<file path="src/hw/irf_defs.svh">
// constants of the interrupt request flag block
`ifndef IRF_DEFS_SVH
`define IRF_DEFS_SVH
// register indices, byte address is four times the index
`define IRF_IDX_SYSTEM      16'hF018
`define IRF_IDX_PORT_PIN    16'hF019
`define IRF_IDX_SERIAL_CONV 16'hF01A
`define IRF_IDX_TIMER       16'hF01B
`define IRF_IDX_UART_CMP    16'hF01C
`define IRF_IDX_EVT_STATUS  16'hF0F0
`define IRF_IDX_EVT_MASK    16'hF0F1
// implemented, writable bits of each request register
`define IRF_MASK_SYSTEM      8'h40
`define IRF_MASK_PORT_PIN    8'h0F
`define IRF_MASK_SERIAL_CONV 8'h87
`define IRF_MASK_TIMER       8'h1F
`define IRF_MASK_UART_CMP    8'hC3
`define IRF_RESET_VALUE      8'h00
// instruction completions that hold off entry after a write
`define IRF_HOLD_INSTR       2'h2
`endif

</file>
<file path="src/hw/irf_pkg.sv">
// types and address decoding of the interrupt request flag block
`include "irf_defs.svh"
package irf_pkg;
	// slot of a register index: 0..4 request regs, 5 status, 6 mask, 7 unmapped
	typedef logic [2:0] irf_slot_type;

	typedef struct packed {
		logic       ack;
		logic [7:0] rdat;
		logic [4:0] sts;
		logic [4:0] msk;
	} irf_state_type;

	typedef struct packed {
		logic [7:0] flags;
	} irf_flag_state_type;

	typedef struct packed {
		logic [1:0] cnt;
	} irf_hold_state_type;

	function automatic irf_slot_type irf_slot_decode(input logic [15:0] idx);
		unique case (idx)
			`IRF_IDX_SYSTEM:      irf_slot_decode = 3'h0;
			`IRF_IDX_PORT_PIN:    irf_slot_decode = 3'h1;
			`IRF_IDX_SERIAL_CONV: irf_slot_decode = 3'h2;
			`IRF_IDX_TIMER:       irf_slot_decode = 3'h3;
			`IRF_IDX_UART_CMP:    irf_slot_decode = 3'h4;
			`IRF_IDX_EVT_STATUS:  irf_slot_decode = 3'h5;
			`IRF_IDX_EVT_MASK:    irf_slot_decode = 3'h6;
			default:              irf_slot_decode = 3'h7;
		endcase
	endfunction
endpackage

</file>
<file path="src/hw/irf_flag_reg.sv">
// one 8-bit request register with hardware set, software write and accept clear
`timescale 1ns/1ns
`default_nettype none
`include "irf_defs.svh"
module irf_flag_reg #(
	parameter logic [7:0] WMASK = 8'hFF
) (
	input  wire logic       clk_i,
	input  wire logic       rst_i,
	input  wire logic       wr_i,
	input  wire logic [7:0] wdata_i,
	input  wire logic [7:0] set_i,
	input  wire logic [7:0] clr_i,
	output logic      [7:0] flags_o
);
	irf_pkg::irf_flag_state_type s_q;
	irf_pkg::irf_flag_state_type s_d;

	// clears first, then sets, so any set in the same cycle wins
	always_comb begin
		s_d.flags = s_q.flags & ~clr_i;
		if (wr_i) begin
			s_d.flags = (s_d.flags & ~WMASK) | (wdata_i & WMASK);
		end
		s_d.flags = (s_d.flags | set_i) & WMASK;
	end

	// register the state
	always_ff @(posedge clk_i) begin
		if (rst_i) begin
			s_q.flags <= `IRF_RESET_VALUE;
		end else begin
			s_q <= s_d;
		end
	end

	assign flags_o = s_q.flags;
endmodule
`default_nettype wire

</file>
<file path="src/hw/irf_entry_hold.sv">
// holds off interrupt entry until enough instructions completed after a write
`timescale 1ns/1ns
`default_nettype none
`include "irf_defs.svh"
module irf_entry_hold (
	input  wire logic clk_i,
	input  wire logic rst_i,
	input  wire logic start_i,
	input  wire logic instr_done_i,
	output logic      hold_o
);
	irf_pkg::irf_hold_state_type s_q;
	irf_pkg::irf_hold_state_type s_d;

	// the write itself completes, then one further instruction must
	always_comb begin
		s_d = s_q;
		if (start_i) begin
			s_d.cnt = `IRF_HOLD_INSTR;
		end else if (instr_done_i && s_q.cnt != 2'h0) begin
			s_d.cnt = s_q.cnt - 2'h1;
		end
	end

	// register the state
	always_ff @(posedge clk_i) begin
		if (rst_i) begin
			s_q.cnt <= 2'h0;
		end else begin
			s_q <= s_d;
		end
	end

	assign hold_o = (s_q.cnt != 2'h0);
endmodule
`default_nettype wire

</file>
<file path="src/hw/irf_top.sv">
// interrupt request flags with wishbone access and cpu request/accept port
`timescale 1ns/1ns
`default_nettype none
`include "irf_defs.svh"
// How it works
// - a source event sets its flag regardless of enables
// - request to cpu only when flag, its enable and master enable are all set
// - software writing 1 to an implemented flag sets it like an event
// - cpu accepting a source clears only that flag
// - after a request or enable write, entry waits one further instruction
// - bit 6 of the system register holds the slow clock change request
// - port pin register bits 0 to 3 hold pin 0 to 3 requests
// - serial/converter register: serial 0, serial 1, converter, bit 7 two-wire
// - timer register: timers 0, 1, 8, 9 in bits 0-3, bit 4 spare storage
// - uart/comparator register: uart 0, uart 1, bit 6 comparator 0
// - every request register is 8 bits and resets to zero
// - bit 7 of uart/comparator register holds comparator 1 request
module irf_top (
	input  wire logic        clk_i,
	input  wire logic        rst_i,
	input  wire logic        cyc_i,
	input  wire logic        stb_i,
	input  wire logic        we_i,
	input  wire logic [17:0] adr_i,
	input  wire logic [3:0]  sel_i,
	input  wire logic [31:0] dat_i,
	output logic      [31:0] dat_o,
	output logic             ack_o,
	input  wire logic [16:0] src_event_i,
	input  wire logic [16:0] src_enable_i,
	input  wire logic        master_interrupt_enable_i,
	input  wire logic        enable_write_i,
	input  wire logic        instr_done_i,
	input  wire logic        accept_i,
	input  wire logic [4:0]  accept_src_i,
	output logic      [16:0] cpu_request_o,
	output logic             irq_o
);
	localparam int NSRC = 17;

	// register bit (slot*8+bit) that holds each source, in source order
	localparam logic [5:0] SRC_POS [NSRC] = '{
		6'd6,                          // slow_clock_change_request
		6'd8, 6'd9, 6'd10, 6'd11,      // port_pin0..3_request
		6'd16, 6'd17, 6'd18, 6'd23,    // sync_serial0/1, sar_converter, two_wire_serial
		6'd24, 6'd25, 6'd26, 6'd27,    // timer0, timer1, timer8, timer9
		6'd32, 6'd33, 6'd38, 6'd39     // uart0, uart1, comparator0, comparator1
	};
	localparam logic [7:0] WMASKS [5] = '{
		`IRF_MASK_SYSTEM, `IRF_MASK_PORT_PIN, `IRF_MASK_SERIAL_CONV,
		`IRF_MASK_TIMER, `IRF_MASK_UART_CMP
	};
	localparam logic [39:0] IMPL = {`IRF_MASK_UART_CMP, `IRF_MASK_TIMER,
		`IRF_MASK_SERIAL_CONV, `IRF_MASK_PORT_PIN, `IRF_MASK_SYSTEM};

	irf_pkg::irf_state_type s_q;
	irf_pkg::irf_state_type s_d;
	irf_pkg::irf_slot_type  slot;
	logic [39:0]            flags;
	logic [39:0]            hw_set;
	logic [39:0]            acc_clr;
	logic [4:0]             grp_evt;
	logic [16:0]            pend;
	logic                   hold;
	logic                   req_go;
	logic                   fire;
	logic                   fire_wr;
	logic                   req_wr;
	logic [1:0]             chk_done_q;

	// bus request is taken at the edge where ack is high
	assign slot    = irf_pkg::irf_slot_decode(adr_i[17:2]);
	assign req_go  = cyc_i && stb_i;
	assign fire    = req_go && s_q.ack;
	assign fire_wr = fire && we_i && sel_i[0];
	assign req_wr  = fire_wr && (slot < 3'h5);

	// map source events and the accepted source onto register bits
	always_comb begin
		hw_set  = '0;
		acc_clr = '0;
		pend    = '0;
		grp_evt = '0;
		for (int s = 0; s < NSRC; s++) begin
			hw_set[SRC_POS[s]] = src_event_i[s];
			if (accept_i && accept_src_i == 5'(s)) begin
				acc_clr[SRC_POS[s]] = 1'b1;
			end
			pend[s] = flags[SRC_POS[s]];
			grp_evt[SRC_POS[s][5:3]] = grp_evt[SRC_POS[s][5:3]] | src_event_i[s];
		end
	end

	// the five request registers, one per slot
	for (genvar g = 0; g < 5; g++) begin : g_req
		irf_flag_reg #(
			.WMASK(WMASKS[g])
		) u_reg (
			.clk_i  (clk_i),
			.rst_i  (rst_i),
			.wr_i   (req_wr && slot == 3'(g)),
			.wdata_i(dat_i[7:0]),
			.set_i  (hw_set[g*8 +: 8]),
			.clr_i  (acc_clr[g*8 +: 8]),
			.flags_o(flags[g*8 +: 8])
		);
	end

	// entry hold-off after a request or enable write
	irf_entry_hold u_hold (
		.clk_i       (clk_i),
		.rst_i       (rst_i),
		.start_i     (req_wr || enable_write_i),
		.instr_done_i(instr_done_i),
		.hold_o      (hold)
	);

	// request to the cpu needs flag, source enable and master enable
	assign cpu_request_o = (hold || !master_interrupt_enable_i) ? '0 : (pend & src_enable_i);

	// bus slave, event status and mask
	always_comb begin
		s_d     = s_q;
		s_d.ack = req_go && !s_q.ack;
		if (req_go && !s_q.ack) begin
			unique case (slot)
				3'h5:    s_d.rdat = {3'h0, s_q.sts};
				3'h6:    s_d.rdat = {3'h0, s_q.msk};
				3'h7:    s_d.rdat = 8'h00;
				default: s_d.rdat = flags[slot*8 +: 8];
			endcase
		end
		if (fire && !we_i && slot == 3'h5) begin
			s_d.sts = s_q.sts & ~s_q.rdat[4:0]; // only bits actually returned
		end
		if (fire_wr && slot == 3'h6) begin
			s_d.msk = dat_i[4:0];
		end
		s_d.sts = s_d.sts | grp_evt; // event beats read clear
	end

	// register the state
	always_ff @(posedge clk_i) begin
		if (rst_i) begin
			s_q.ack  <= 1'b0;
			s_q.rdat <= 8'h00;
			s_q.sts  <= 5'h00;
			s_q.msk  <= 5'h00;
		end else begin
			s_q <= s_d;
		end
	end

	assign ack_o = s_q.ack;
	assign dat_o = {24'h000000, s_q.rdat};
	assign irq_o = |(s_q.sts & s_q.msk);

	// completions seen since the last request or enable write, saturating at two
	always_ff @(posedge clk_i) begin
		if (rst_i) begin
			chk_done_q <= 2'h2;
		end else if (req_wr || enable_write_i) begin
			chk_done_q <= 2'h0;
		end else if (instr_done_i && chk_done_q != 2'h2) begin
			chk_done_q <= chk_done_q + 2'h1;
		end
	end
endmodule
`default_nettype wire

</file>
<file path="config.mk">
export PLATFORM = sky130hd
export DESIGN_NAME = irf_top
export DESIGN_NICKNAME = d
export VERILOG_FILES = /design/src/hw/irf_pkg.sv /design/src/hw/irf_flag_reg.sv /design/src/hw/irf_entry_hold.sv /design/src/hw/irf_top.sv
export VERILOG_INCLUDE_DIRS = /design/src /design/src/hw
export SDC_FILE = /design/constraint.sdc
export NUM_CORES = 1
export LEC_CHECK = 0
export BUFFER_PORTS_ARGS = -buffer_cell sky130_fd_sc_hd__buf_2
export CAP_MARGIN = 20
export CORE_MARGIN = 8
export CORE_UTILIZATION = 30
export CTS_BUF_LIST = sky130_fd_sc_hd__clkbuf_8 sky130_fd_sc_hd__clkbuf_16
export DETAILED_ROUTE_END_ITERATION = 6
export SLEW_MARGIN = 20
export SYNTH_ARGS = -nofsm -noshare
export SYNTH_HDL_FRONTEND = slang
export SYNTH_SLANG_ARGS = --single-unit
</file>
<file path="constraint.sdc">
create_clock -name clk_i -period 2.2 [get_ports clk_i]
set_input_delay 0.44 -clock clk_i [delete_from_list [all_inputs] [get_ports clk_i]]
set_output_delay 0.44 -clock clk_i [all_outputs]
set_load 0.03 [all_outputs]
</file>
Yosys cells after proc, flatten, opt, wreduce, memory -nomap -nowiden
Cells that the tools add are included.
Cells by class
  $add $sub $neg: 1
  $lt $le $gt $ge: 1
  eq/ne operators: 30
  shifts and indexed selects: 1
  mux-type cells: 28
  bitwise logic cells: 37
  reduce and logical (&&, ||, !) cells: 43
Operators by type and width (count)
  $eq 16x16->1 const B: 7
  $eq 5x4->1 const B: 8
  $shiftx 40x7->8: 1
  $logic_and 1x1->1: 32
  $pmux 8 s3: 1
  $pmux 3 s7: 1
  $eq 5x3->1 const B: 4
  $and 17x17->17: 1
  $mux 1: 17
  $mux 17: 1
  $and 8x8->8: 2
  $mux 8: 2
  $not 8->8: 2
  $or 8x8->8: 2
  $and 5x5->5: 3
  $eq 3x3->1 const B: 4
  $or 1x1->1: 12
  $eq 5x2->1 const B: 2
  $mux 5: 2
  $or 6x8->8: 1
  $or 7x8->8: 1
  $and 7x7->7: 1
  $mux 7: 1
  $not 7->7: 1
  other kinds (26): 32
Word-level totals
  register bits after elaboration: 47
  output and inout bits: 51
  logic and storage cells: 154

Depth between registers and ports, before layout
Gate-level depths: netlist of the first run.
  word-level depth: 8
  depth in mapped cells: 8

Hierarchy
A second synthesis of the first run with hierarchy kept.
Unflattened totals
  cells, all modules: 367
  area, all modules: 2932.8 um2
Modules (own cells, without submodules)
  irf_top: instances 1, cells an instance 255, area each 1929.4 um2, sequential area each 380.4 um2
  irf_flag_reg (g_req[1].u_reg ...): instances 3, cells an instance 21, area each 188.9 um2, sequential area each 80.1 um2
  irf_flag_reg (g_req[3].u_reg): instances 1, cells an instance 25, area each 231.5 um2, sequential area each 100.1 um2
  irf_entry_hold: instances 1, cells an instance 12, area each 110.1 um2, sequential area each 40.0 um2
  irf_flag_reg (g_req[0].u_reg): instances 1, cells an instance 12, area each 95.1 um2, sequential area each 20.0 um2

Worst setup path before layout of the first run
OpenSTA, ideal clock, no wires.
  kind: reg-to-reg
  start point: reg s_q (netlist bit ack_o)
  end point: reg g_req[4].u_reg.flags_o[7] (netlist name)
  library setup time: 132 ps
  arrival: 1609 ps
  data required time: 2068 ps
  path slack: 459 ps
  cell stages (with the launch flop): 6
  buffers on the path: 0
  clock period less this slack: 1741 ps
  cells stage by stage: dfxtp_1 -> and3_1 -> nand3_2 -> nor4_4 -> mux2i_1 -> a21oi_1
Between the ends
  cells in the longest elaborated chain, start to end: 7
Ends and longest elaborated chain
  from (decl): line irf_top.sv:56  | irf_pkg::irf_state_type s_q;
  $logic_and 1x1->1: line irf_top.sv:74  | assign fire = req_go && s_q.ack;
  $logic_and 1x1->1 (2 in a row): line irf_top.sv:75  | assign fire_wr = fire && we_i && sel_i[0];
  $logic_and 1x1->1: line irf_top.sv:76  | assign req_wr = fire_wr && (slot < 3'h5);
  $logic_and 1x1->1: line irf_top.sv:101  | .wr_i (req_wr && slot == 3'(g)),
  $mux 8: line irf_flag_reg.sv:22  | if (wr_i) begin
  $or 8x8->8: line irf_flag_reg.sv:25  | s_d.flags = (s_d.flags | set_i) & WMASK;
No other way between the ends.
A chain may end at the register's enable or synchronous reset.

Final worst setup path of the first run
  start point: reg u_hold.s_q[0] (netlist bit)
  end point: out cpu_request_o[15]
Between the ends
  cells in the longest elaborated chain, start to end: 3
Ends and longest elaborated chain
  from (decl): line irf_entry_hold.sv:12  | irf_pkg::irf_hold_state_type s_q;
  $reduce_bool 2->1: line irf_entry_hold.sv:34  | assign hold_o = (s_q.cnt != 2'h0);
  $logic_or 1x1->1: line irf_top.sv:119  | assign cpu_request_o = (hold || !master_interrupt_enable_i) ? '0 : (pend & src_enable_i);
  $mux 17: line irf_top.sv:119
  to (decl): line irf_top.sv:36  | output logic [16:0] cpu_request_o,
No other way between the ends.

==> metrics.log, run 1 <==
[metrics] Skew-Pair Late Insertion Delay: 0.29 ns
[metrics] pin count of the biggest net entering global routing: 29
[metrics] cell accounting for the most synthesized area: sky130_fd_sc_hd__dfxtp_1
[metrics] endpoint of the worst register-to-register path: g_req[4].u_reg.flags_o[7]
[metrics] number of global-route vias before repair: 2639
[metrics] Detailed Route Iter0 Violations: 172
[metrics] arrival time at the worst endpoint: 1.56 ns
[metrics] transition time at the pin with the least slew margin: 0.5641 ns
[metrics] Cell Count, Final, Fillers Out: 526
[metrics] standard-cell row count: 34
[metrics] clock buffers created by TritonCTS: 5
[metrics] power per cell area: 522.2 nW/µm²
[metrics] number of endpoints failing setup at the final stage: 0
[metrics] Max clock buf depth: 2
[metrics] crit-path max FO: 17
[metrics] Placed Instances: 518
[metrics] vias per std cell: 5.110
[metrics] gp weighted congestion: 0.8296
[metrics] vertical die dimension: 109.3 µm
[metrics] I/O Buffers: 97
[metrics] core area: 8593 µm²
[metrics] Post-synth EDFFs: 0
[metrics] reg-to-reg slack, setup: 0.48 ns
[metrics] fraction of final layout cells with drive strength greater than 1: 33.25%
[metrics] cell at the slowest stage of the critical path: sky130_fd_sc_hd__dfxtp_1
[metrics] FMAX: 499.9 MHz
[metrics] grt ovf: 0
[metrics] root buffer cell: sky130_fd_sc_hd__clkbuf_8
[metrics] Final Worst Setup Slack: 0.1995 ns
[metrics] count of pins on the block boundary: 153
[metrics] count of nets after finishing: 520
[metrics] horizontal extent of the die: 109.3 µm
[metrics] post-synthesis to final-layout area growth: 20.72%
[metrics] worst path buffer plus inverter count: 2
[metrics] gate count after technology mapping: 327
[metrics] met2 wire length: 4.210 mm
[metrics] category of the worst setup path launch point: flip-flop
[metrics] routed metal-1 wirelength: 3.810 mm
[metrics] required arrival time at the worst endpoint: 1.76 ns
[metrics] startpoint of the lowest-slack hold path: src_event_i[10]
[metrics] number of nets with antenna violations after routing: 0
[metrics] DRC violation count after routing: 0
[metrics] end of the worst hold path: g_req[3].u_reg.flags_o[1]
[metrics] Synth async-reset ratio: 0%
[metrics] detailed placer's ending HPWL: 7.300 mm
[metrics] outcome: completed
[metrics] post-synthesis cell type count: 65
[metrics] Total Negative Setup Slacks: 0 ns
[metrics] clock sink count: 38
[metrics] initial antenna violation count: 0
[metrics] r2r startpoint: ack_o
[metrics] worst-path cell chain: inv_1 -> ha_1 -> and2_2 -> and3_1 -> buf_2
[metrics] final setup skew: 0.003247 ns
[metrics] Worst VDD drop: 0.0002137 V
[metrics] worst setup path class: reg2out
[metrics] pre-CTS setup slack: 0.09315 ns
[metrics] most area-consuming cells after synthesis: sky130_fd_sc_hd__dfxtp_1 29%, sky130_fd_sc_hd__buf_4 9.8%, sky130_fd_sc_hd__and3_1 4.8%
[metrics] starting utilization of the core area: 30.36%
[metrics] reg2reg path depth: 6
[metrics] unrepaired setup endpoints after global routing: false
[metrics] area of the die: 11940 µm²
[metrics] capturing element type of the critical path: output port
[metrics] CTS tree: built
[metrics] top metal layer carrying routed signals: met4
[metrics] via count of the routed design: 2688
[metrics] Inserted Diodes: 0
[metrics] post-layout instance area: 3149 µm²
[metrics] prevailing post-synth register cell: sky130_fd_sc_hd__dfxtp_1
[metrics] worst slack on hold paths: 0.3782 ns
[metrics] # hold bufs at CTS: 0
[metrics] Mean Syn Cell Area: 7.978 µm²
[metrics] class of the worst hold path: in2reg
[metrics] max-capacitance violation count: 0
[metrics] post-layout min period: 2.000 ns
[metrics] leakage: 1.476 nW
[metrics] post-route core utilization: 36.65%
[metrics] slowest stage delay, CP: 0.35 ns
[metrics] routed wire length per instance: 16.78 µm
[metrics] number of slew-limit violations in the final report: 0
[metrics] Total Power: 1.644 mW
[metrics] Hold Path Stages: 3
[metrics] global-route wire length before repair: 13.58 mm
[metrics] post-synthesis register bit count: 38
[metrics] TritonRoute pass-1 iters: 4
[metrics] Met3 Wirelength: 749 µm
[metrics] number of hold violations in the final report: 0
[metrics] total track usage: 14.57%
[metrics] post-synthesis instance area: 2609 µm²
[metrics] total cell area at the placement stage: 3053 µm²
[metrics] worst max-slew margin expressed relative to the limit: 62.39%
[metrics] sequential share of the synthesized area: 29.16%
[metrics] portion of the clock cycle consumed by the worst path in the final layout: 90.93%
[metrics] fraction of post-synthesis cell area in the top cell type by area: 29.16%
[metrics] total wirelength of the detailed-routed design: 8.825 mm
[metrics] Reg clk slew, reported paths: 0.08 ns
[metrics] number of H-tree levels: 2
[metrics] kind of cell with the highest combined delay on the critical path: simple AND/OR/NAND/NOR gates
[metrics] count of yosys warnings during synthesis: 0
report_power, final:
part           internal [mW]  total [mW]  switching (mW)
combinational          0.129       0.368           0.239
sequential             0.726       0.758          0.0328
clock                  0.252       0.518           0.265
timing repair:
action                     CTS  global route
setup endpoints to repair   17             0
buffers inserted             0             0
resized for setup            2             0
sequential cells by signal (all words and copies together) (netlist names):
name                 flops
u_hold.s_q               2
s_q                     10
dat_o                    7
ack_o                    1
g_req.u_reg.flags_o     18
worst max-delay path by stage:
stage,from,endpoint,depth (start not counted),slack [ns]
global route,u_hold.s_q[0],cpu_request_o[15],5,0.09
CTS,u_hold.s_q[0],cpu_request_o[15],5,0.17
detailed placement,u_hold.s_q[0],cpu_request_o[15],5,0.09
finish,u_hold.s_q[0],cpu_request_o[15],5,0.20
global placement,master_interrupt_enable_i,cpu_request_o[15],4,0.12
floorplan,ack_o,g_req[4].u_reg.flags_o[7],5,0.46
tightest hold or removal path: cells and delay by family:
family,cells,cell delay [ns]
AO/OA/AOI/OAI,1,0.04
buffers and inverters,1,0.09
AND/OR/NAND/NOR,1,0.07
Yosys cell counts (all sizes together), types with 2 or more instances:
cell type,count
a32oi,2
mux2,3
mux2i,3
a22oi,3
inv,12
nand3,17
a311oi,2
buf,41
nand4b,2
a21oi,21
o21bai,2
nand4,7
nand3b,3
a221oi,2
and3b,2
o211ai,3
nand2,28
a211oi,9
nor3,10
a31oi,10
and3,20
nand2b,3
nor4,5
a22o,2
nor2,30
clkbuf,5
dfxtp,38
nor2b,5
or3,2
or2,6
and4bb,2
o21ai,11
cell type report:
cell class	instances	area, µm²
sequential	38	760.7
fill	943	5444
inverter	12	45.04
multi-input combinational	255	1568
tap	108	135.1
timing repair buffer	105	545.5
clock buffer	6	82.58
clock inverter	2	12.51
per-layer routing:
| layer | vias up | global-route usage (%) |
|---|---|---|
| li1 | 1322 | - |
| met4 | 0 | 2.893 |
| met2 | 116 | 23.92 |
| met5 | - | 0 |
| met1 | 1244 | 18.45 |
| met3 | 6 | 4.433 |
cells by family after synthesis:
logic type | after synthesis | share of synthesized area, %
buffers and inverters | 58 | 14.24
multiplexers | 6 | 2.446
XOR/XNOR | 1 | 0.3358
adder cells (fa/ha/maj) | 2 | 0.8632
AO/OA/AOI/OAI | 76 | 19.14
flip-flops | 38 | 29.16
other | 1 | 0.1437
AND/OR/NAND/NOR | 145 | 33.67
layout by cell type, fill, tap and decap left out, drive strengths merged, types with 3 or more instances in the layout:
cell type	count
or2	6
mux2i	3
a31oi	10
nor4	5
a22oi	3
nand3b	3
nand3	17
nor3	10
buf	105
conb	25
nand2	28
and3	20
nor2b	5
nand4	7
mux2	3
a21oi	21
dfxtp	38
inv	12
o21ai	11
clkbuf	6
nand2b	3
nor2	30
a211oi	9
o211ai	3
No activity file was read; power rests on OpenSTA's default activity.
==> run 2: changes to the inputs <==
--- a/config.mk
+++ b/config.mk
@@ -12,6 +12,7 @@
 export CORE_UTILIZATION = 30
 export CTS_BUF_LIST = sky130_fd_sc_hd__clkbuf_8 sky130_fd_sc_hd__clkbuf_16
 export DETAILED_ROUTE_END_ITERATION = 6
+export PLACE_DENSITY_LB_ADDON = 0.05
 export SLEW_MARGIN = 20
 export SYNTH_ARGS = -nofsm -noshare
 export SYNTH_HDL_FRONTEND = slang
==> metrics.log, run 2 (synthesis results as in run 1) <==
[metrics] Inserted Diodes: 0 (unchanged)
[metrics] setup repair bufs after CTS: 0 (unchanged)
[metrics] number of slew-limit violations in the final report: 0 (unchanged)
[metrics] required arrival time at the worst endpoint: 1.76 ns (about the same)
[metrics] reg-to-reg slack, setup: 0.49 ns (about the same)
[metrics] leakage: 1.508 nW (+2.2%)
[metrics] gp weighted congestion: 0.8163 (-1.6%)
[metrics] pin count of the biggest net entering global routing: 29 (unchanged)
[metrics] detailed placer's ending HPWL: 7.621 mm (+4.4%)
[metrics] worst-path cell chain: inv_1 -> ha_1 -> and2_2 -> and3_1 -> buf_2
[metrics] number of hold violations in the final report: 0 (unchanged)
[metrics] outcome: completed
[metrics] Switch Pwr: 0.5282 mW (-1.7%)
[metrics] startpoint of the lowest-slack hold path: src_event_i[11]
[metrics] via count of the routed design: 2644 (-1.6%)
[metrics] starting utilization of the core area: 30.36% (unchanged)
[metrics] CTS tree: built
[metrics] top metal layer carrying routed signals: met4
[metrics] fraction of final layout cells with drive strength greater than 1: 33.73% (+0.48 points)
[metrics] count of pins on the block boundary: 153 (unchanged)
[metrics] r2r startpoint: ack_o
[metrics] Worst VDD drop: 0.0002640 V (+24%)
[metrics] final setup skew: 0.008943 ns (+0.005696 ns)
[metrics] power per cell area: 546.7 nW/µm² (+4.7%)
[metrics] Hold Path Stages: 3 (unchanged)
[metrics] grt ovf: 0 (unchanged)
[metrics] DRC violation count after routing: 0 (unchanged)
[metrics] initial antenna violation count: 0 (unchanged)
[metrics] Total Negative Setup Slacks: 0 ns (unchanged)
[metrics] number of nets with antenna violations after routing: 0 (unchanged)
[metrics] total cell area at the placement stage: 3083 µm² (+0.98%)
[metrics] FILL cells: 946 (+0.32%)
[metrics] pre-CTS setup slack: 0.1350 ns (+0.04185 ns)
[metrics] Max clock buf depth: 2 (unchanged)
[metrics] # hold bufs at CTS: 0 (unchanged)
[metrics] number of H-tree levels: 2 (unchanged)
[metrics] FMAX: 506.0 MHz (+1.2%)
[metrics] top library cells by usage in the layout, fill and taps aside: 97 x sky130_fd_sc_hd__buf_2, 38 x sky130_fd_sc_hd__dfxtp_1, 27 x sky130_fd_sc_hd__nand2_1, 27 x sky130_fd_sc_hd__nor2_1, 25 x sky130_fd_sc_hd__conb_1
[metrics] combinational share of power: 21.1% (-1.3 points)
[metrics] endpoint of the worst register-to-register path: g_req[3].u_reg.flags_o[1]
[metrics] slowest stage delay, CP: 0.34 ns (about the same)
[metrics] Met3 Wirelength: 798 µm (+6.5%)
[metrics] TritonRoute pass-1 iters: 4 (unchanged)
[metrics] cell at the slowest stage of the critical path: sky130_fd_sc_hd__dfxtp_1
[metrics] fraction of power consumed by the clock network: 35.4% (+3.9 points)
[metrics] vertical die dimension: 109.3 µm (unchanged)
[metrics] reg2reg path depth: 6 (unchanged)
[metrics] total wirelength of the detailed-routed design: 9.197 mm (+4.2%)
[metrics] I/O Buffers: 97 (unchanged)
[metrics] post-synthesis to final-layout area growth: 22.54%
[metrics] arrival time at the worst endpoint: 1.54 ns (-0.02 ns)
[metrics] unrepaired setup endpoints after global routing: false
[metrics] Total Power: 1.748 mW (+6.3%)
[metrics] post-layout instance area: 3197 µm² (+1.5%)
[metrics] count of nets after finishing: 524 (+0.77%)
[metrics] Largest register FFs: 18 (unchanged)
[metrics] commonest non-fill, non-tap cell in the layout: sky130_fd_sc_hd__buf_2
[metrics] sequential fraction of design power: 43.5% (-2.6 points)
[metrics] number of global-route vias before repair: 2633 (-0.23%)
[metrics] post-route core utilization: 37.20% (+0.55 points)
[metrics] worst max-slew margin expressed relative to the limit: 63.67% (+1.3 points)
[metrics] switching part of the total: 30.22% (-2.5 points)
[metrics] clock buffers created by TritonCTS: 5 (unchanged)
[metrics] max-capacitance violation count: 0 (unchanged)
[metrics] met2 wire length: 4.126 mm (-2.0%)
[metrics] area of the die: 11940 µm² (unchanged)
[metrics] vias per std cell: 4.998 (-2.2%)
[metrics] transition time at the pin with the least slew margin: 0.5450 ns (-0.01910 ns)
[metrics] standard-cell row count: 34 (unchanged)
[metrics] clock sink count: 38 (unchanged)
[metrics] routed metal-1 wirelength: 4.077 mm (+7.0%)
[metrics] class of the worst hold path: in2reg
[metrics] number of endpoints failing setup at the final stage: 0 (unchanged)
[metrics] internal power contribution: 1.219 mW (+10%)
[metrics] Resized Gates After CTS: 2 (unchanged)
[metrics] total track usage: 15.20% (+0.64 points)
[metrics] crit-path max FO: 17 (unchanged)
[metrics] core area: 8593 µm² (unchanged)
[metrics] routed wire length per instance: 17.39 µm (+3.6%)
[metrics] root buffer cell: sky130_fd_sc_hd__clkbuf_8
[metrics] Final Worst Setup Slack: 0.2235 ns (+0.02398 ns)
[metrics] end of the worst hold path: g_req[3].u_reg.flags_o[2]
[metrics] capturing element type of the critical path: output port
[metrics] Reg clk slew, reported paths: 0.08 ns (about the same)
[metrics] post-layout min period: 1.976 ns (-0.02398 ns)
[metrics] portion of the clock cycle consumed by the worst path in the final layout: 89.84% (-1.1 points)
[metrics] category of the worst setup path launch point: flip-flop
[metrics] worst setup path class: reg2out
[metrics] Skew-Pair Late Insertion Delay: 0.29 ns (about the same)
[metrics] Detailed Route Iter0 Violations: 135 (-22%)
[metrics] horizontal extent of the die: 109.3 µm (unchanged)
[metrics] global-route wire length before repair: 13.95 mm (+2.7%)
==> run 2: changes by cell type in the layout (fill, tap and decap cells not counted), sizes merged <==
cell,change
buf,+4
bufinv,+1
clkinv,-1
clkinvlp,-1
==> run 2: worst max-delay path by stage <==
| stage | end | startpoint | slack, ns | cells past startpoint |
|---|---|---|---|---|
| finish | cpu_request_o[16] | u_hold.s_q[0] | 0.22 | 5 |
| global route | cpu_request_o[7] | u_hold.s_q[0] | 0.09 | 5 |
| CTS | cpu_request_o[5] | u_hold.s_q[0] | 0.19 | 5 |
| detailed placement | cpu_request_o[11] | u_hold.s_q[0] | 0.13 | 5 |
| global placement | cpu_request_o[15] | master_interrupt_enable_i | 0.15 | 4 |
| floorplan | g_req[4].u_reg.flags_o[7] | ack_o | 0.46 | 5 |
==> run 2: per-stage QoR <==
| stage | std cells | hold WS (ns) |
|---|---|---|
| after floorplan | 351 | 0.4323 |
| after global placement | 522 | 0.4445 |
| after detailed placement | 522 | 0.4490 |
| after CTS | 529 | 0.3781 |
| after global routing | 529 | 0.4002 |
| final | 529 | 0.3849 |
==> run 2: power groups by stage <==
stage          Clock [mW]  Combinational, mW  Sequential, mW
2_1_floorplan           0              0.275           0.761
3_3_place_gp            0              0.367           0.775
3_5_place_dp            0              0.369           0.776
4_1_cts             0.640              0.371           0.759
5_1_grt             0.669              0.405           0.765
6_report            0.619              0.369           0.759
==> run 2: cell type report <==
class / count / area [µm²] / area share, %
well taps: 108 / 135.1 / 4.227
clock buffers: 6 / 82.58 / 2.583
clock inverters: 1 / 30.03 / 0.9393
flip-flops and latches: 38 / 760.7 / 23.80
repair buffers: 109 / 575.6 / 18.00
multi-input cells: 255 / 1568 / 49.04
inverters: 12 / 45.04 / 1.409
==> run 2: critical path: cells and delay by family (launching register included) <==
family | cells | cell delay (ns)
buffers and inverters | 2 | 0.22
flip-flops | 1 | 0.34
adder cells (fa/ha/maj) | 1 | 0.19
AND/OR/NAND/NOR | 2 | 0.49
==> run 2: per-layer routing <==
layer	vias to the layer above	GRT usage, %
li1	1320	-
met1	1214	19.33
met5	-	0
met2	98	24.31
met3	12	4.492
met4	0	4.436
==> run 3: changes to the inputs <==
--- a/config.mk
+++ b/config.mk
@@ -6,12 +6,12 @@
 export SDC_FILE = /design/constraint.sdc
 export NUM_CORES = 1
 export LEC_CHECK = 0
-export BUFFER_PORTS_ARGS = -buffer_cell sky130_fd_sc_hd__buf_2
 export CAP_MARGIN = 20
 export CORE_MARGIN = 8
 export CORE_UTILIZATION = 30
 export CTS_BUF_LIST = sky130_fd_sc_hd__clkbuf_8 sky130_fd_sc_hd__clkbuf_16
 export DETAILED_ROUTE_END_ITERATION = 6
+export DONT_BUFFER_PORTS = 1
 export PLACE_DENSITY_LB_ADDON = 0.05
 export SLEW_MARGIN = 20
 export SYNTH_ARGS = -nofsm -noshare
==> metrics.log, run 3 (synthesis results as in run 1) <==
[metrics] startpoint of the lowest-slack hold path: rst_i
[metrics] slowest stage delay, CP: 0.38 ns (+0.04 ns)
[metrics] routed wire length per instance: 21.35 µm (+23%)
[metrics] number of H-tree levels: 2 (unchanged)
[metrics] sequential fraction of design power: 50.3% (+6.8 points)
[metrics] standard-cell row count: 34 (unchanged)
[metrics] TritonRoute pass-1 iters: 4 (unchanged)
[metrics] post-layout instance area: 2663 µm² (-17%)
[metrics] core area: 8593 µm² (unchanged)
[metrics] CP Launch Point: u_hold.s_q[0]
[metrics] arrival time at the worst endpoint: 1.52 ns (-0.02 ns)
[metrics] vertical die dimension: 109.3 µm (unchanged)
[metrics] area used by multi-input combinational logic: 1567 µm² (about the same)
[metrics] reg2reg path depth: 5 (-1)
[metrics] number of global-route vias before repair: 2290 (-13%)
[metrics] portion of the clock cycle consumed by the worst path in the final layout: 88.96% (-0.88 points)
[metrics] reg-to-reg slack, setup: 0.48 ns (about the same)
[metrics] r2r startpoint: ack_o
[metrics] pin count of the biggest net entering global routing: 39 (+34%)
[metrics] Switch Pwr: 0.4878 mW (-7.7%)
[metrics] unrepaired setup endpoints after global routing: false
[metrics] outcome: completed
[metrics] Total Negative Setup Slacks: 0 ns (unchanged)
[metrics] total wirelength of the detailed-routed design: 9.160 mm (-0.40%)
[metrics] Skew-Pair Late Insertion Delay: 0.29 ns (about the same)
[metrics] endpoint of the worst register-to-register path: g_req[4].u_reg.flags_o[7]
[metrics] number of endpoints failing setup at the final stage: 0 (unchanged)
[metrics] count of nets after finishing: 423 (-19%)
[metrics] initial antenna violation count: 0 (unchanged)
[metrics] Max clock buf depth: 2 (unchanged)
[metrics] FMAX: 511.0 MHz (+0.99%)
[metrics] internal power contribution: 1.053 mW (-14%)
[metrics] DRC violation count after routing: 0 (unchanged)
[metrics] power per cell area: 578.6 nW/µm² (+5.8%)
[metrics] worst setup path class: reg2out
[metrics] grt ovf: 0 (unchanged)
[metrics] Worst Setup EP: cpu_request_o[15]
[metrics] pre-CTS setup slack: 0.2748 ns (+0.1398 ns)
[metrics] crit-path max FO: 17 (unchanged)
[metrics] FILL cells: 938 (-0.85%)
[metrics] Resized Gates After CTS: 0 (-2)
[metrics] post-route core utilization: 30.98% (-6.2 points)
[metrics] global-route wire length before repair: 13.44 mm (-3.7%)
[metrics] post-synthesis to final-layout area growth: 2.062%
[metrics] Reg clk slew, reported paths: 0.09 ns (about the same)
[metrics] Largest register FFs: 18 (unchanged)
[metrics] final setup skew: 0.004914 ns (-0.004029 ns)
[metrics] worst-path cell chain: inv_1 -> ha_1 -> and2_0 -> buf_4 -> and3_1
[metrics] horizontal extent of the die: 109.3 µm (unchanged)
[metrics] sequential standard cell area: 760.7 µm² (unchanged)
[metrics] combinational share of power: 15.1% (-6.0 points)
[metrics] starting utilization of the core area: 30.36% (unchanged)
[metrics] number of slew-limit violations in the final report: 0 (unchanged)
[metrics] Worst VDD drop: 0.0002380 V (-9.9%)
[metrics] worst max-slew margin expressed relative to the limit: 50.86% (-13 points)
[metrics] switching part of the total: 31.66% (+1.4 points)
[metrics] Final Worst Setup Slack: 0.2430 ns (+0.01945 ns)
[metrics] # hold bufs at CTS: 0 (unchanged)
[metrics] post-layout min period: 1.957 ns (-0.01945 ns)
[metrics] Detailed Route Iter0 Violations: 136 (+0.74%)
[metrics] clock buffers created by TritonCTS: 5 (unchanged)
[metrics] transition time at the pin with the least slew margin: 0.7304 ns (+0.1854 ns)
[metrics] top library cells by usage in the layout, fill and taps aside: 38 x sky130_fd_sc_hd__dfxtp_1, 27 x sky130_fd_sc_hd__nand2_1, 27 x sky130_fd_sc_hd__nor2_1, 25 x sky130_fd_sc_hd__conb_1, 21 x sky130_fd_sc_hd__a21oi_1
[metrics] count of pins on the block boundary: 153 (unchanged)
[metrics] clock sink count: 38 (unchanged)
[metrics] total cell area at the placement stage: 2567 µm² (-17%)
[metrics] category of the worst setup path launch point: flip-flop
[metrics] number of nets with antenna violations after routing: 0 (unchanged)
[metrics] root buffer cell: sky130_fd_sc_hd__clkbuf_8
[metrics] CTS tree: built
[metrics] commonest non-fill, non-tap cell in the layout: sky130_fd_sc_hd__dfxtp_1
[metrics] setup repair bufs after CTS: 0 (unchanged)
[metrics] I/O Buffers: 0 (-100%)
[metrics] detailed placer's ending HPWL: 7.374 mm (-3.2%)
[metrics] area of the die: 11940 µm² (unchanged)
[metrics] total track usage: 15.02% (-0.19 points)
[metrics] fraction of power consumed by the clock network: 34.6% (-0.8 points)
[metrics] fraction of final layout cells with drive strength greater than 1: 12.77% (-21 points)
[metrics] via count of the routed design: 2280 (-14%)
[metrics] leakage: 1.057 nW (-30%)
[metrics] required arrival time at the worst endpoint: 1.76 ns (about the same)
[metrics] number of hold violations in the final report: 0 (unchanged)
[metrics] capturing element type of the critical path: output port
[metrics] Inserted Diodes: 0 (unchanged)
[metrics] Hold Path Stages: 1 (-2)
[metrics] class of the worst hold path: in2reg
[metrics] vias per std cell: 5.315 (+6.3%)
[metrics] max-capacitance violation count: 0 (unchanged)
[metrics] cell at the slowest stage of the critical path: sky130_fd_sc_hd__and3_1
[metrics] gp weighted congestion: 0.7445 (-8.8%)
-- run 3: layout make-up --
type                    count  share of cell area [%]
repair buffers              8                   2.256
clock inverters             2                  0.4699
clock buffers               6                   3.102
inverters                  12                   1.692
multi-input cells         255                   58.83
flip-flops and latches     38                   28.57
well taps                 108                   5.075
-- run 3: power groups by stage --
| stage | clock, mW | sequential [mW] | combinational, mW |
|---|---|---|---|
| final | 0.533 | 0.775 | 0.233 |
| after floorplan | 0 | 0.761 | 0.275 |
| after detailed placement | 0 | 0.792 | 0.233 |
| after global routing | 0.582 | 0.780 | 0.256 |
| after global placement | 0 | 0.791 | 0.233 |
| after CTS | 0.553 | 0.776 | 0.234 |
-- run 3: worst min path at each step --
stage | endpoint | slack, ns
after global placement | s_q[0] | 0.46
after global routing | g_req[4].u_reg.flags_o[1] | 0.18
after detailed placement | s_q[0] | 0.47
after CTS | g_req[4].u_reg.flags_o[7] | 0.19
after floorplan | dat_o[7] | 0.43
final | g_req[4].u_reg.flags_o[0] | 0.20
-- run 3: worst max-delay path: cells and delay by family (launching register included) --
kind / cells / cell delay (ns)
simple gates: 2 / 0.50
buf+inv: 2 / 0.25
fa+ha+maj: 1 / 0.15
flops: 1 / 0.32
-- run 3: per-layer routing --
layer	global-route usage (%)	wire length [µm]
met2	23.53	4135
met3	5.437	824
met5	0	0
met4	3.279	102
met1	19.30	4096
-- run 3: per-stage QoR --
step	hold slack [ns]	power, mW	std cells
after floorplan	0.4323	1.036	351
after global placement	0.4621	1.025	421
after detailed placement	0.4665	1.025	421
after CTS	0.1927	1.563	429
after global routing	0.1773	1.618	429
final	0.2015	1.541	429
